--- config.mk ---
export PLATFORM = sky130hd
export DESIGN_NAME = option_byte_config_decoder
export DESIGN_NICKNAME = d
export VERILOG_FILES = /design/src/hw/cfg_pkg.sv /design/src/hw/opt_cfg_if.sv /design/src/hw/option_byte_config_decoder.sv /design/src/hw/option_field_decoder.sv
export SDC_FILE = /design/constraint.sdc
export NUM_CORES = 1
export LEC_CHECK = 0
export CORE_ASPECT_RATIO = 2
export CORE_UTILIZATION = 55
export DETAILED_ROUTE_END_ITERATION = 10
export DONT_BUFFER_PORTS = 1
export GPL_ROUTABILITY_DRIVEN = 0
export HOLD_SLACK_MARGIN = 0.1
export PLACE_DENSITY = 0.78
export SLEW_MARGIN = 15
export SYNTH_ARGS = -nofsm -noshare
export SYNTH_HDL_FRONTEND = slang
export SYNTH_SLANG_ARGS = --single-unit
--- constraint.sdc ---
create_clock -name clk_sys -period 1.8 [get_ports clk_sys]
set_clock_uncertainty 0.15 [all_clocks]
set_input_delay 0.09 -clock clk_sys [delete_from_list [all_inputs] [get_ports clk_sys]]
set_output_delay 0.09 -clock clk_sys [all_outputs]
set_load 0.03 [all_outputs]
--- src/hw/cfg_pkg.sv ---
// Purpose: shared constants and types for the option byte decoder
// Assumes: 8-bit option bytes, 32-bit Avalon-MM register words
// Notes: byte offsets are word aligned; fields sit in the low byte
package cfg_pkg;
    // register byte offsets
    localparam logic [3:0] ADDR_OPT0 = 4'h0;
    localparam logic [3:0] ADDR_OPT1 = 4'h4;
    localparam logic [3:0] ADDR_CTRL = 4'h8;
    localparam logic [3:0] ADDR_STAT = 4'hC;
    // control and status bit positions
    localparam int CTRL_ERASE = 0;
    localparam int CTRL_CLR_REFUSED = 1;
    localparam int STAT_BUSY = 0;
    localparam int STAT_PROG = 1;
    localparam int STAT_REFUSED = 2;
    localparam int STAT_ROM = 3;
    localparam int STAT_LOADED = 4;
    // option byte 0 fields
    localparam int B0_HALT = 7;
    localparam int B0_WDG = 6;
    localparam int B0_VD_HI = 5;
    localparam int B0_VD_LO = 4;
    localparam int B0_SEC_HI = 3;
    localparam int B0_SEC_LO = 2;
    localparam int B0_RDP = 1;
    localparam int B0_WRP = 0;
    // option byte 1 fields
    localparam int B1_PORTC = 7;
    localparam int B1_CSS = 6;
    localparam int B1_OSC_HI = 5;
    localparam int B1_OSC_LO = 4;
    localparam int B1_RNG_HI = 3;
    localparam int B1_RNG_LO = 1;
    localparam int B1_PLL = 0;
    // values
    localparam logic [7:0] ERASED_BYTE = 8'hFF;
    localparam logic [7:0] DEFAULT_OPT0 = 8'hFC;
    localparam logic [7:0] DEFAULT_OPT1 = 8'hEF;
    localparam logic [12:0] SEC0_BASE_BYTES = 13'h0200;
    localparam logic [1:0] VD_OFF = 2'h3;
    localparam logic [1:0] VD_LOW = 2'h2;
    localparam logic [1:0] VD_MED = 2'h1;
    localparam logic [1:0] VD_HIGH = 2'h0;
    localparam logic [1:0] OSC_RESONATOR = 2'h0;
    localparam logic [1:0] OSC_RSVD = 2'h1;
    localparam logic [1:0] OSC_RC = 2'h2;
    localparam logic [1:0] OSC_EXT = 2'h3;

    typedef enum logic [1:0] {
        DET_LOW = 2'h0,
        DET_MED = 2'h1,
        DET_HIGH = 2'h2,
        DET_NONE = 2'h3
    } det_level_e;

    typedef enum logic [2:0] {
        RNG_LP = 3'h0,
        RNG_MP = 3'h1,
        RNG_MS = 3'h2,
        RNG_HS = 3'h3,
        RNG_VLP = 3'h4
    } osc_range_e;

    typedef enum logic [1:0] {
        NVM_NONE = 2'h0,
        NVM_PROG = 2'h1,
        NVM_ERASE_OPT = 2'h2,
        NVM_ERASE_MAIN = 2'h3
    } nvm_cmd_e;

    typedef enum logic [1:0] {
        S_IDLE = 2'h0,
        S_PROG = 2'h1,
        S_WIPE = 2'h2,
        S_ERASE = 2'h3
    } seq_state_e;

    typedef struct packed {
        logic halt_rst_en;
        logic wdg_always_on;
        logic det_on;
        det_level_e det_level;
        logic [12:0] sec0_bytes;
        logic readout_on;
        logic write_lock;
        logic portc_vec_b;
        logic clock_guard_on;
        logic [1:0] osc_kind;
        logic osc_kind_rsvd;
        osc_range_e osc_range;
        logic pll_x2_on;
    } cfg_s;
endpackage

--- src/hw/opt_cfg_if.sv ---
// Purpose: carries captured option bytes and decoded configuration
// Assumes: one clock domain, driven by the loader and the decoder
// Notes: no clocking block; plain wires between two modules
`timescale 1ns/1ps
interface opt_cfg_if;
    logic [7:0] opt0;
    logic [7:0] opt1;
    logic loaded;
    cfg_pkg::cfg_s cfg;
    logic cfg_valid;
    modport src(output opt0, output opt1, output loaded,
                input cfg, input cfg_valid);
    modport dec(input opt0, input opt1, input loaded,
                output cfg, output cfg_valid);
endinterface

--- src/hw/option_byte_config_decoder.sv ---
// Purpose: option byte loader, programming port and config outputs
// Assumes: Avalon-MM port is the programming tool's path only
// Notes: nvm command valid holds until the array pulses done
//
// How it works
// - option bytes reachable only in programming mode
// - erased option bytes read as all ones
// - halt with watchdog running requests reset
// - bit six low keeps watchdog always on
// - two bits pick detector threshold or off
// - two bits give sector zero size
// - readout lock blocks memory outside user/iap
// - erase under readout lock wipes memory first
// - write lock refuses program and erase forever
// - port C interrupts go to vector a/b
// - bit six low enables clock guard
// - rom variant uses fixed bytes, no changes
// - two bits select oscillator kind
// - three bits select oscillator range
// - bit zero low enables frequency doubler
//
// Register access over Avalon-MM and the register addresses were decided locally.
`timescale 1ns/1ps
module option_byte_config_decoder #(
    parameter bit ROM_VARIANT = 1'b0, // fixed bytes, no programming
    parameter logic [7:0] ROM_OPT0 = cfg_pkg::DEFAULT_OPT0, // rom byte 0
    parameter logic [7:0] ROM_OPT1 = cfg_pkg::DEFAULT_OPT1 // rom byte 1
) (
    input wire logic clk_sys, // 125 MHz system clock
    input wire logic nrst, // async reset, active low
    input wire logic [3:0] avs_address, // byte address
    input wire logic avs_read, // read request
    input wire logic avs_write, // write request
    input wire logic [31:0] avs_writedata, // write data
    input wire logic [3:0] avs_byteenable, // byte lanes
    output logic [31:0] avs_readdata, // registered read data
    output logic avs_waitrequest, // low marks the answer
    input wire logic prog_mode, // device in programming mode
    input wire logic user_mode, // cpu runs user code
    input wire logic in_app_programming, // iap mode active
    input wire logic halt_entry, // pulse: cpu enters halt
    input wire logic wdg_running, // watchdog counting
    input wire logic [7:0] nvm_opt0_rd, // array cell, byte 0
    input wire logic [7:0] nvm_opt1_rd, // array cell, byte 1
    output logic nvm_cmd_valid, // command pending
    output cfg_pkg::nvm_cmd_e nvm_cmd, // command kind
    output logic nvm_cmd_sel, // byte select, 1 = byte 1
    output logic [7:0] nvm_cmd_data, // program data
    input wire logic nvm_cmd_done, // pulse: command finished
    output logic halt_wdg_reset, // pulse: reset on halt
    output logic watchdog_hw_enable, // watchdog always on
    output logic low_supply_detector_en, // main detector on
    output logic aux_supply_detector_en, // aux detector on
    output cfg_pkg::det_level_e voltage_detect_level, // threshold
    output logic [12:0] sector0_size, // sector 0 bytes
    output logic pmem_read_block, // program memory read blocked
    output logic pmem_write_block, // program memory writes refused
    output logic portc_irq_map, // 1: port C on vector b
    output logic ext_irq_vector_a_portc, // port C on vector a
    output logic clock_guard_enable, // clock guard active
    output logic [1:0] osc_kind, // clock source kind
    output logic osc_kind_reserved, // reserved kind chosen
    output cfg_pkg::osc_range_e osc_range, // oscillator range
    output logic freq_doubler_on, // x2 multiplier active
    output logic cfg_valid // fields decoded
);
    opt_cfg_if link();

    option_field_decoder u_dec (
        .clk_sys(clk_sys),
        .nrst(nrst),
        .link(link.dec)
    );

    // live view of the option cells
    logic [7:0] src0;
    logic [7:0] src1;
    logic wp_live;
    logic rdp_live;

    // rom parts ignore the array entirely
    always_comb begin
        src0 = ROM_VARIANT ? ROM_OPT0 : nvm_opt0_rd;
        src1 = ROM_VARIANT ? ROM_OPT1 : nvm_opt1_rd;
        wp_live = src0[cfg_pkg::B0_WRP];
        rdp_live = src0[cfg_pkg::B0_RDP];
    end

    // capture group
    logic loaded_reg;
    logic loaded_next;
    logic [7:0] cap0_reg;
    logic [7:0] cap0_next;
    logic [7:0] cap1_reg;
    logic [7:0] cap1_next;

    // take the bytes at the first edge after release, then freeze
    always_comb begin
        loaded_next = 1'b1;
        cap0_next = loaded_reg ? cap0_reg : src0;
        cap1_next = loaded_reg ? cap1_reg : src1;
    end

    always_ff @(posedge clk_sys or negedge nrst) begin
        if (!nrst) begin
            loaded_reg <= 1'b0;
            cap0_reg <= cfg_pkg::ERASED_BYTE;
            cap1_reg <= cfg_pkg::ERASED_BYTE;
        end else begin
            loaded_reg <= loaded_next;
            cap0_reg <= cap0_next;
            cap1_reg <= cap1_next;
        end
    end

    assign link.opt0 = cap0_reg;
    assign link.opt1 = cap1_reg;
    assign link.loaded = loaded_reg;

    // bus group
    logic ack_reg;
    logic ack_next;
    logic [31:0] rdata_reg;
    logic [31:0] rdata_next;
    logic req;
    logic hit_opt;
    logic hit_ctrl;
    logic seq_wr;
    logic wr_do;
    cfg_pkg::seq_state_e state_reg;
    cfg_pkg::seq_state_e state_next;
    logic refused_reg;
    logic refused_next;

    // writes that start a command wait while one is in flight
    always_comb begin
        hit_opt = avs_byteenable[0] &&
            (avs_address == cfg_pkg::ADDR_OPT0 ||
             avs_address == cfg_pkg::ADDR_OPT1);
        hit_ctrl = avs_byteenable[0] &&
            (avs_address == cfg_pkg::ADDR_CTRL);
        seq_wr = avs_write && (hit_opt ||
            (hit_ctrl && avs_writedata[cfg_pkg::CTRL_ERASE]));
        req = (avs_read || avs_write) && !ack_reg;
        ack_next = req && !(seq_wr && state_reg != cfg_pkg::S_IDLE);
        rdata_next = rdata_reg;
        if (ack_next && avs_read) begin
            rdata_next = 32'h0000_0000; // unmapped reads zero
            case (avs_address)
                cfg_pkg::ADDR_OPT0:
                    if (prog_mode)
                        rdata_next[7:0] = src0;
                cfg_pkg::ADDR_OPT1:
                    if (prog_mode)
                        rdata_next[7:0] = src1;
                cfg_pkg::ADDR_STAT: begin
                    rdata_next[cfg_pkg::STAT_BUSY] =
                        (state_reg != cfg_pkg::S_IDLE);
                    rdata_next[cfg_pkg::STAT_PROG] = prog_mode;
                    rdata_next[cfg_pkg::STAT_REFUSED] = refused_reg;
                    rdata_next[cfg_pkg::STAT_ROM] = ROM_VARIANT;
                    rdata_next[cfg_pkg::STAT_LOADED] = loaded_reg;
                end
                default: ;
            endcase
        end
        wr_do = ack_reg && avs_write; // effect at the answering edge
    end

    always_ff @(posedge clk_sys or negedge nrst) begin
        if (!nrst) begin
            ack_reg <= 1'b0;
            rdata_reg <= 32'h0000_0000;
        end else begin
            ack_reg <= ack_next;
            rdata_reg <= rdata_next;
        end
    end

    assign avs_waitrequest = !ack_reg;
    assign avs_readdata = rdata_reg;

    // command sequencer group
    cfg_pkg::nvm_cmd_e cmd_reg;
    cfg_pkg::nvm_cmd_e cmd_next;
    logic sel_reg;
    logic sel_next;
    logic [7:0] data_reg;
    logic [7:0] data_next;
    logic blocked;
    logic refuse;

    // program/erase of option cells, with lock and wipe ordering
    always_comb begin
        state_next = state_reg;
        cmd_next = cmd_reg;
        sel_next = sel_reg;
        data_next = data_reg;
        refuse = 1'b0;
        blocked = !prog_mode || ROM_VARIANT;
        case (state_reg)
            cfg_pkg::S_IDLE: begin
                if (wr_do && hit_opt) begin
                    if (blocked || wp_live) begin
                        refuse = 1'b1;
                    end else begin
                        state_next = cfg_pkg::S_PROG;
                        cmd_next = cfg_pkg::NVM_PROG;
                        sel_next = (avs_address == cfg_pkg::ADDR_OPT1);
                        data_next = avs_writedata[7:0];
                    end
                end else if (wr_do && hit_ctrl &&
                             avs_writedata[cfg_pkg::CTRL_ERASE]) begin
                    if (blocked || wp_live) begin
                        refuse = 1'b1;
                    end else if (rdp_live) begin
                        state_next = cfg_pkg::S_WIPE;
                        cmd_next = cfg_pkg::NVM_ERASE_MAIN;
                    end else begin
                        state_next = cfg_pkg::S_ERASE;
                        cmd_next = cfg_pkg::NVM_ERASE_OPT;
                    end
                end
            end
            cfg_pkg::S_PROG:
                if (nvm_cmd_done) begin
                    state_next = cfg_pkg::S_IDLE;
                    cmd_next = cfg_pkg::NVM_NONE;
                end
            cfg_pkg::S_WIPE:
                if (nvm_cmd_done) begin
                    state_next = cfg_pkg::S_ERASE;
                    cmd_next = cfg_pkg::NVM_ERASE_OPT;
                end
            cfg_pkg::S_ERASE:
                if (nvm_cmd_done) begin
                    state_next = cfg_pkg::S_IDLE;
                    cmd_next = cfg_pkg::NVM_NONE;
                end
            default: begin
                state_next = cfg_pkg::S_IDLE;
                cmd_next = cfg_pkg::NVM_NONE;
            end
        endcase
        // sticky refusal; a new refusal beats the clear
        refused_next = refused_reg;
        if (wr_do && hit_ctrl &&
            avs_writedata[cfg_pkg::CTRL_CLR_REFUSED])
            refused_next = 1'b0;
        if (refuse)
            refused_next = 1'b1;
    end

    always_ff @(posedge clk_sys or negedge nrst) begin
        if (!nrst) begin
            state_reg <= cfg_pkg::S_IDLE;
            cmd_reg <= cfg_pkg::NVM_NONE;
            sel_reg <= 1'b0;
            data_reg <= cfg_pkg::ERASED_BYTE;
            refused_reg <= 1'b0;
        end else begin
            state_reg <= state_next;
            cmd_reg <= cmd_next;
            sel_reg <= sel_next;
            data_reg <= data_next;
            refused_reg <= refused_next;
        end
    end

    assign nvm_cmd_valid = (state_reg != cfg_pkg::S_IDLE);
    assign nvm_cmd = cmd_reg;
    assign nvm_cmd_sel = sel_reg;
    assign nvm_cmd_data = data_reg;

    // runtime gating group
    logic halt_rst_reg;
    logic halt_rst_next;
    logic rd_block_reg;
    logic rd_block_next;

    // registered so the gates never glitch on mode changes
    always_comb begin
        halt_rst_next = halt_entry && wdg_running &&
            link.cfg.halt_rst_en;
        rd_block_next = link.cfg.readout_on &&
            !(user_mode || in_app_programming);
    end

    always_ff @(posedge clk_sys or negedge nrst) begin
        if (!nrst) begin
            halt_rst_reg <= 1'b0;
            rd_block_reg <= 1'b1; // locked until config known
        end else begin
            halt_rst_reg <= halt_rst_next;
            rd_block_reg <= rd_block_next;
        end
    end

    // halt reset and read block from the gating flops, other decoded fields straight from the decoder's flops
    assign halt_wdg_reset = halt_rst_reg;
    assign pmem_read_block = rd_block_reg;
    assign pmem_write_block = link.cfg.write_lock;
    assign watchdog_hw_enable = link.cfg.wdg_always_on;
    assign low_supply_detector_en = link.cfg.det_on;
    assign aux_supply_detector_en = link.cfg.det_on;
    assign voltage_detect_level = link.cfg.det_level;
    assign sector0_size = link.cfg.sec0_bytes;
    assign portc_irq_map = link.cfg.portc_vec_b;
    assign ext_irq_vector_a_portc = !link.cfg.portc_vec_b;
    assign clock_guard_enable = link.cfg.clock_guard_on;
    assign osc_kind = link.cfg.osc_kind;
    assign osc_kind_reserved = link.cfg.osc_kind_rsvd;
    assign osc_range = link.cfg.osc_range;
    assign freq_doubler_on = link.cfg.pll_x2_on;
    assign cfg_valid = link.cfg_valid;
endmodule

--- src/hw/option_field_decoder.sv ---
// Purpose: turns the two captured option bytes into config fields
// Assumes: bytes stay constant once loaded is high
// Notes: outputs registered; reset shows the erased-byte decoding
`timescale 1ns/1ps
module option_field_decoder (
    input wire logic clk_sys, // system clock
    input wire logic nrst, // async reset, active low
    opt_cfg_if.dec link // captured bytes in, fields out
);
    // field decode of both bytes
    function automatic cfg_pkg::cfg_s decode(input logic [7:0] b0,
                                             input logic [7:0] b1);
        cfg_pkg::cfg_s c;
        logic [1:0] vd;
        logic [2:0] rng;
        vd = b0[cfg_pkg::B0_VD_HI:cfg_pkg::B0_VD_LO];
        rng = b1[cfg_pkg::B1_RNG_HI:cfg_pkg::B1_RNG_LO];
        c.halt_rst_en = b0[cfg_pkg::B0_HALT];
        c.wdg_always_on = ~b0[cfg_pkg::B0_WDG];
        c.det_on = (vd != cfg_pkg::VD_OFF);
        case (vd)
            cfg_pkg::VD_LOW: c.det_level = cfg_pkg::DET_LOW;
            cfg_pkg::VD_MED: c.det_level = cfg_pkg::DET_MED;
            cfg_pkg::VD_HIGH: c.det_level = cfg_pkg::DET_HIGH;
            default: c.det_level = cfg_pkg::DET_NONE;
        endcase
        c.sec0_bytes = cfg_pkg::SEC0_BASE_BYTES
            << b0[cfg_pkg::B0_SEC_HI:cfg_pkg::B0_SEC_LO];
        c.readout_on = b0[cfg_pkg::B0_RDP];
        c.write_lock = b0[cfg_pkg::B0_WRP];
        c.portc_vec_b = b1[cfg_pkg::B1_PORTC];
        c.clock_guard_on = ~b1[cfg_pkg::B1_CSS];
        c.osc_kind = b1[cfg_pkg::B1_OSC_HI:cfg_pkg::B1_OSC_LO];
        c.osc_kind_rsvd = (c.osc_kind == cfg_pkg::OSC_RSVD);
        case (rng)
            3'h0: c.osc_range = cfg_pkg::RNG_LP;
            3'h1: c.osc_range = cfg_pkg::RNG_MP;
            3'h2: c.osc_range = cfg_pkg::RNG_MS;
            3'h3: c.osc_range = cfg_pkg::RNG_HS;
            default: c.osc_range = cfg_pkg::RNG_VLP;
        endcase
        c.pll_x2_on = ~b1[cfg_pkg::B1_PLL];
        return c;
    endfunction

    localparam cfg_pkg::cfg_s RESET_CFG =
        decode(cfg_pkg::ERASED_BYTE, cfg_pkg::ERASED_BYTE);

    cfg_pkg::cfg_s cfg_reg;
    cfg_pkg::cfg_s cfg_next;
    logic valid_reg;
    logic valid_next;

    // decode every cycle; inputs freeze after capture
    always_comb begin
        cfg_next = decode(link.opt0, link.opt1);
        valid_next = link.loaded;
    end

    always_ff @(posedge clk_sys or negedge nrst) begin
        if (!nrst) begin
            cfg_reg <= RESET_CFG;
            valid_reg <= 1'b0;
        end else begin
            cfg_reg <= cfg_next;
            valid_reg <= valid_next;
        end
    end

    assign link.cfg = cfg_reg;
    assign link.cfg_valid = valid_reg;
endmodule

**Word level (Yosys, flattened, before mapping)**

Cells that the tools add are included.

- Register bits: 72
- Output and inout bits: 77
- Logic and storage cells: 109

- Equality and inequality tests: 17
- Shift-type cells: 1
- Multiplexer cells: 26
- Bitwise gates (word level): 4
- Reduce and logical (&&, ||, !) cells: 35

Operators by type and width:

| operator | number |
|---|---|
| $mux 2 | 10 |
| $pmux 2 s3 | 3 |
| $logic_and 1x1->1 | 16 |
| $mux 8 | 2 |
| $pmux 5 s3 | 1 |
| $shl 10x2->13 const A | 1 |
| $pmux 3 s4 | 1 |
| $eq 4x4->1 const B | 2 |
| $mux 1 | 8 |
| $eq 2x1->1 const B | 3 |
| $eq 2x2->1 const B | 3 |
| $eq 3x2->1 const B | 2 |
| $ne 2x2->1 const B | 3 |
| $pmux 3 s2 | 1 |
| $logic_not 1->1 | 5 |
| $logic_or 1x1->1 | 5 |
| $eq 4x3->1 const B | 1 |
| $logic_not 2->1 | 2 |
| $logic_not 4->1 | 1 |
| $not 1->1 | 4 |
| $reduce_and 4->1 | 1 |
| $reduce_bool 2->1 | 2 |
| $eq 3x1->1 const B | 1 |
| $logic_not 3->1 | 1 |
| 4 further kinds | 4 |

**Logic depth before layout (Yosys ltp)**

- Depth after elaboration: 9
- Depth in mapped cells: 5
- Depth with buffers taken out: 5

**Cells and area by module**

A second synthesis with hierarchy kept.

- Cell total of the unflattened synthesis: 214
- Area, all modules: 2,781.4 um^2

Modules (own cells, without submodules):

| module | instances | cells an instance | area each (um^2) |
|---|---|---|---|
| option_byte_config_decoder | 1 | 166 | 2,060.7 |
| option_field_decoder | 1 | 48 | 720.7 |

**Worst setup path after synthesis**

No wires, ideal clock.

- Path type: reg-to-reg
- Start: reg state_reg[1]
- End: reg state_reg[1]
- Setup time: 79 ps
- Arrival: 1,569 ps
- Data required time: 1,571 ps
- Path slack: 1 ps
- Cell stages (with the launch flop): 5
- Path buffers: 0
- Path through: dfrtp_1 > or4b_4 > a2111oi_4 > nor2b_1 > a2bb2oi_1

- Cells in the longest elaborated chain, start to end: 4
- Elaborated cells on any way between the ends: 11
- Classes of those cells: 7 x eq/ne; 1 x mux; 3 x reduce/logical

Ends and longest elaborated chain:

| what | line | text |
|---|---|---|
| from (decl) | option_byte_config_decoder.sv:130 | `cfg_pkg::seq_state_e state_reg;` |
| from (signal assigned) | option_byte_config_decoder.sv:256 | `state_reg <= cfg_pkg::S_IDLE;` |
| from (signal assigned) | option_byte_config_decoder.sv:262 | `state_reg <= state_next;` |
| $eq 2x2->1 / $eq 2x1->1 (equally long branches) | option_byte_config_decoder.sv:201 | `case (state_reg)` |
| $reduce_or 2->1 (no source line) | n/a |  |
| $ne 2x1->1 (no source line) | n/a |  |
| $reduce_and 4->1 (no source line) | n/a |  |

Parallel ways exist; a longest one is shown, timed or not.
A chain may end at the register's enable or synchronous reset.

**Worst setup path after layout**

- Start: in nvm_opt0_rd[0]
- End: reg state_reg[1]

- Cells in the longest elaborated chain, start to end: 3

Ends and longest elaborated chain:

| what | line | text |
|---|---|---|
| from (decl) | option_byte_config_decoder.sv:43 | `input wire logic [7:0] nvm_opt0_rd,` |
| $logic_or 1x1->1 | option_byte_config_decoder.sv:204, option_byte_config_decoder.sv:214 |  |
| $ne 2x2->1 (no source line) | n/a |  |
| $reduce_and 4->1 (no source line) | n/a |  |

Every way passes these cells.

==> Flow_metrics.wiki <==
{| class="wikitable"
! Metric !! Value
|-
| Critical path start-end classification || primary input to flop
|-
| Critical Path Sink Type || flop
|-
| Register-to-Register Setup Slack || -0.006 ns
|-
| DRC violations left || 0
|-
| Top_reg_cell synth || sky130_fd_sc_hd__dfstp_2
|-
| Number of nets in the finished design || 349
|-
| Clock-pin transition on the worst setup and hold timing paths || 0.06 ns
|-
| Later-pin clock latency in the skew report || 0.34 ns
|-
| Tightest slew margin relative to the limit || 0.484
|-
| H-tree lvl count || 3
|-
| Cell variety after synth || 37
|-
| Setup TNS || -0.00592 ns
|-
| Maximum frequency from static timing analysis || 554 MHz
|-
| Seq/Total Area, Yosys || 0.557
|-
| DRT iter0 DRCs || 36
|-
| Setup-failing EPs final || 1
|-
| Category of cells accounting for the largest share of critical-path delay || simple AND/OR/NAND/NOR gates
|-
| Area of the mapped netlist || 2860 µm²
|-
| Syn Area/Cell || 12.7 µm²
|-
| Worst Hold Depth || 3
|-
| Starting density of the core || 0.578
|-
| Most instantiated library cell after synthesis || sky130_fd_sc_hd__buf_4
|-
| Post-Route Utilization || 0.715
|-
| Failing checks || setup timing
|-
| Total count of max-transition violations in the final report || 0
|-
| Core Rows || 36
|-
| Fraction of synthesized cell area taken by the top area cell type || 0.321
|-
| Initial antenna violation count || 0
|-
| Signed area change from the synthesized netlist to the final layout || 23.8%
|-
| Max-Cap Viols || 0
|-
| Critical path arrival || 1.91 ns
|-
| Tightest Pin Transition || 0.774 ns
|-
| TritonCTS clock tree || built
|-
| Final hold violations || 0
|-
| Reg2Reg Launch Point || state_reg[0]$_DFFE_PN0P_
|-
| CTS Root Buffer Type || sky130_fd_sc_hd__clkbuf_8
|-
| Worst setup slack after layout || -0.00592 ns
|-
| Via count || 1,748
|-
| Total routing usage reported by global routing || 0.230
|-
| Final worst-path cycle share || 1.00
|-
| Most common library cells after synthesis || 46 x sky130_fd_sc_hd__buf_4, 35 x sky130_fd_sc_hd__dfstp_2, 27 x sky130_fd_sc_hd__dfrtp_1
|-
| Reg2reg end || state_reg[1]$_DFFE_PN0P_
|-
| Class of the tightest hold or removal check || primary input to flop
|-
| Power per unit of standard cell area || 1040 nW/µm²
|-
| Flop and latch count out of synthesis || 62
|-
| Count of port buffers added during placement || 0
|-
| Cell taking the most area after synthesis || sky130_fd_sc_hd__dfstp_2
|-
| Die Span X || 53.0 µm
|-
| Instance count of the mapped netlist || 226
|-
| Total clock buffers created by CTS || 9
|-
| Highest ir drop seen on vdd || 0.793 mV
|-
| Total Die Area || 5510 µm²
|-
| Overall power consumption || 3700 µW
|-
| Number of top-level pins || 143
|-
| Shortest period the worst path allows || 1.81 ns
|-
| Register-to-Register Path Depth || 4
|-
| Max incr delay on CP || 0.61 ns
|-
| Number of enable flip-flop cells after synthesis || 0
|-
| Critical hold path startpoint || avs_address[3]
|-
| Via-to-Cell Ratio || 5.11
|-
| Async set-or-reset flop fraction in the synthesized netlist || 1.00
|-
| Placed inst area || 2750 µm²
|-
| Overflow after GRT || 0
|-
| Wire length of the first global-routing pass || 8910 µm
|-
| Post-detailed-route count of antenna-violating nets || 0
|-
| Ratio of cells with drive above 1 in the final layout || 0.319
|-
| Run status || complete, but fails checks
|-
| Dominant cells by area after synthesis || sky130_fd_sc_hd__dfstp_2 32%, sky130_fd_sc_hd__dfrtp_1 24%, sky130_fd_sc_hd__buf_4 12%, sky130_fd_sc_hd__mux2_2 9.4%, sky130_fd_sc_hd__mux2_1 3.1%
|-
| Worst hold slack after final layout || 0.146 ns
|-
| Routed WL || 5610 µm
|-
| Antenna diode count || 0
|-
| Half-perimeter wire length after detailed placement || 3390 µm
|-
| Static leakage power || 0.00160 µW
|-
| Routed len/inst || 16.4 µm
|-
| Required time at the worst-slack endpoint || 1.91 ns
|-
| Detailed-routing iteration count for the pre-antenna-repair pass || 5
|-
| Largest net degree at the start of global routing || 63
|-
| Element type at the critical path start || primary input
|-
| Core Area || 4950 µm²
|-
| Synth warn || 0
|-
| Peak fanout along the critical path || 4
|-
| Die outline height || 104 µm
|-
| Crit-path cells || dlygate4sd3_1 > or4b_4 > a2111oi_4 > nor2b_1 > a2bb2oi_1
|-
| Clock sinks || 62
|-
| Largest register FFs || 20
|-
| Worst Path Buf+Inv || 1
|-
| Buffers from clock root to sink, at most || 2
|-
| Setup repair after global routing missed its margin || yes
|-
| Setup repair bufs after CTS || 0
|-
| Post-route cell area || 3540 µm²
|-
| Cell with the largest stage delay on the worst path || sky130_fd_sc_hd__dlygate4sd3_1
|-
| Via count of the first global-routing pass || 1,834
|-
| Worst min-delay path endpoint || avs_readdata[0]$_DFFE_PN0P_
|}
==> metal layers <==
| metal | routed length [µm] | track usage | vias to the layer above |
|---|---|---|---|
| li1 | - | - | 786 |
| met1 | 1930 | 0.237 | 861 |
| met2 | 3190 | 0.384 | 88 |
| met3 | 371 | 0.0906 | 13 |
| met4 | 121 | 0.115 | 0 |
| met5 | 0 | 0 | - |
==> metrics by stage <==
stage / worst slack, ns / instances
5_1_grt: -0.0394 / 342
3_3_place_gp: -0.0431 / 270
6_report: -0.00592 / 342
4_1_cts: 0.000359 / 342
3_5_place_dp: -0.0782 / 270
2_1_floorplan: 0.00125 / 258
==> power breakdown <==
group          switching (µW)  internal, µW
Clock                     505           708
Sequential                267          1600
Combinational             342           276
==> placed cells by master, fill, tap and decap left out, drive strengths merged, types with 2 or more instances in the layout <==
master,synthesis,final
conb,2,34
mux2,32,32
dfrtp,27,27
nand3,3,3
inv,11,11
o21ai,4,4
ha,3,3
o22ai,3,3
dlygate4sd3,0,55
clkbuf,3,12
nor3b,2,2
nand2,8,8
clkinv,0,3
nor3,4,4
buf,48,7
dfstp,35,35
a21oi,3,3
nor2b,7,7
nor2,9,9
mux2i,8,8
==> area by class of cell <==
class | count | area (µm²)
clock buffers | 12 | 155
clock inverters | 4 | 45.0
well taps | 57 | 71.3
fillers | 338 | 1410
repair buffers | 62 | 636
inverters | 11 | 41.3
flip-flops and latches | 62 | 1600
multi-input cells | 134 | 998
==> how the worst max path moves through the flow <==
stage	depth (start not counted)	from	endpoint
global route	4	state_reg[0]$_DFFE_PN0P_	state_reg[1]$_DFFE_PN0P_
CTS	4	avs_address[3]	nvm_cmd_data[6]$_DFFE_PN1P_
global placement	4	state_reg[1]$_DFFE_PN0P_	state_reg[1]$_DFFE_PN0P_
floorplan	4	state_reg[1]$_DFFE_PN0P_	state_reg[1]$_DFFE_PN0P_
finish	5	nvm_opt0_rd[0]	state_reg[1]$_DFFE_PN0P_
detailed placement	4	state_reg[1]$_DFFE_PN0P_	state_reg[1]$_DFFE_PN0P_
==> what timing repair did <==
item,4_1_cts,5_1_grt
pin swaps,2,0
resized for setup,0,3
gates cloned,0,0
setup endpoints to repair,1,10
endpoints found under the hold margin,102,0
hold buffers,56,0
==> cell families (layout without fill, tap and decap cells) <==
logic type      after synthesis  count (layout)  share of synthesized area
mux                          40              40                      0.154
buf+inv                      62              89                      0.142
simple gates                 41              41                     0.0861
compound gates               16              16                     0.0446
other cells                   2              34                    0.00262
flops                        62              62                      0.557
fa+ha+maj                     3               3                     0.0131
==> worst register-to-register path, delay by kind of cell, from the launching register on <==
kind             cells  cell delay, ns
flip-flops           1            0.41
AND/OR/NAND/NOR      2            0.73
AO/OA/AOI/OAI        2            0.45
Note: power is estimated with default switching activity, not from simulation.
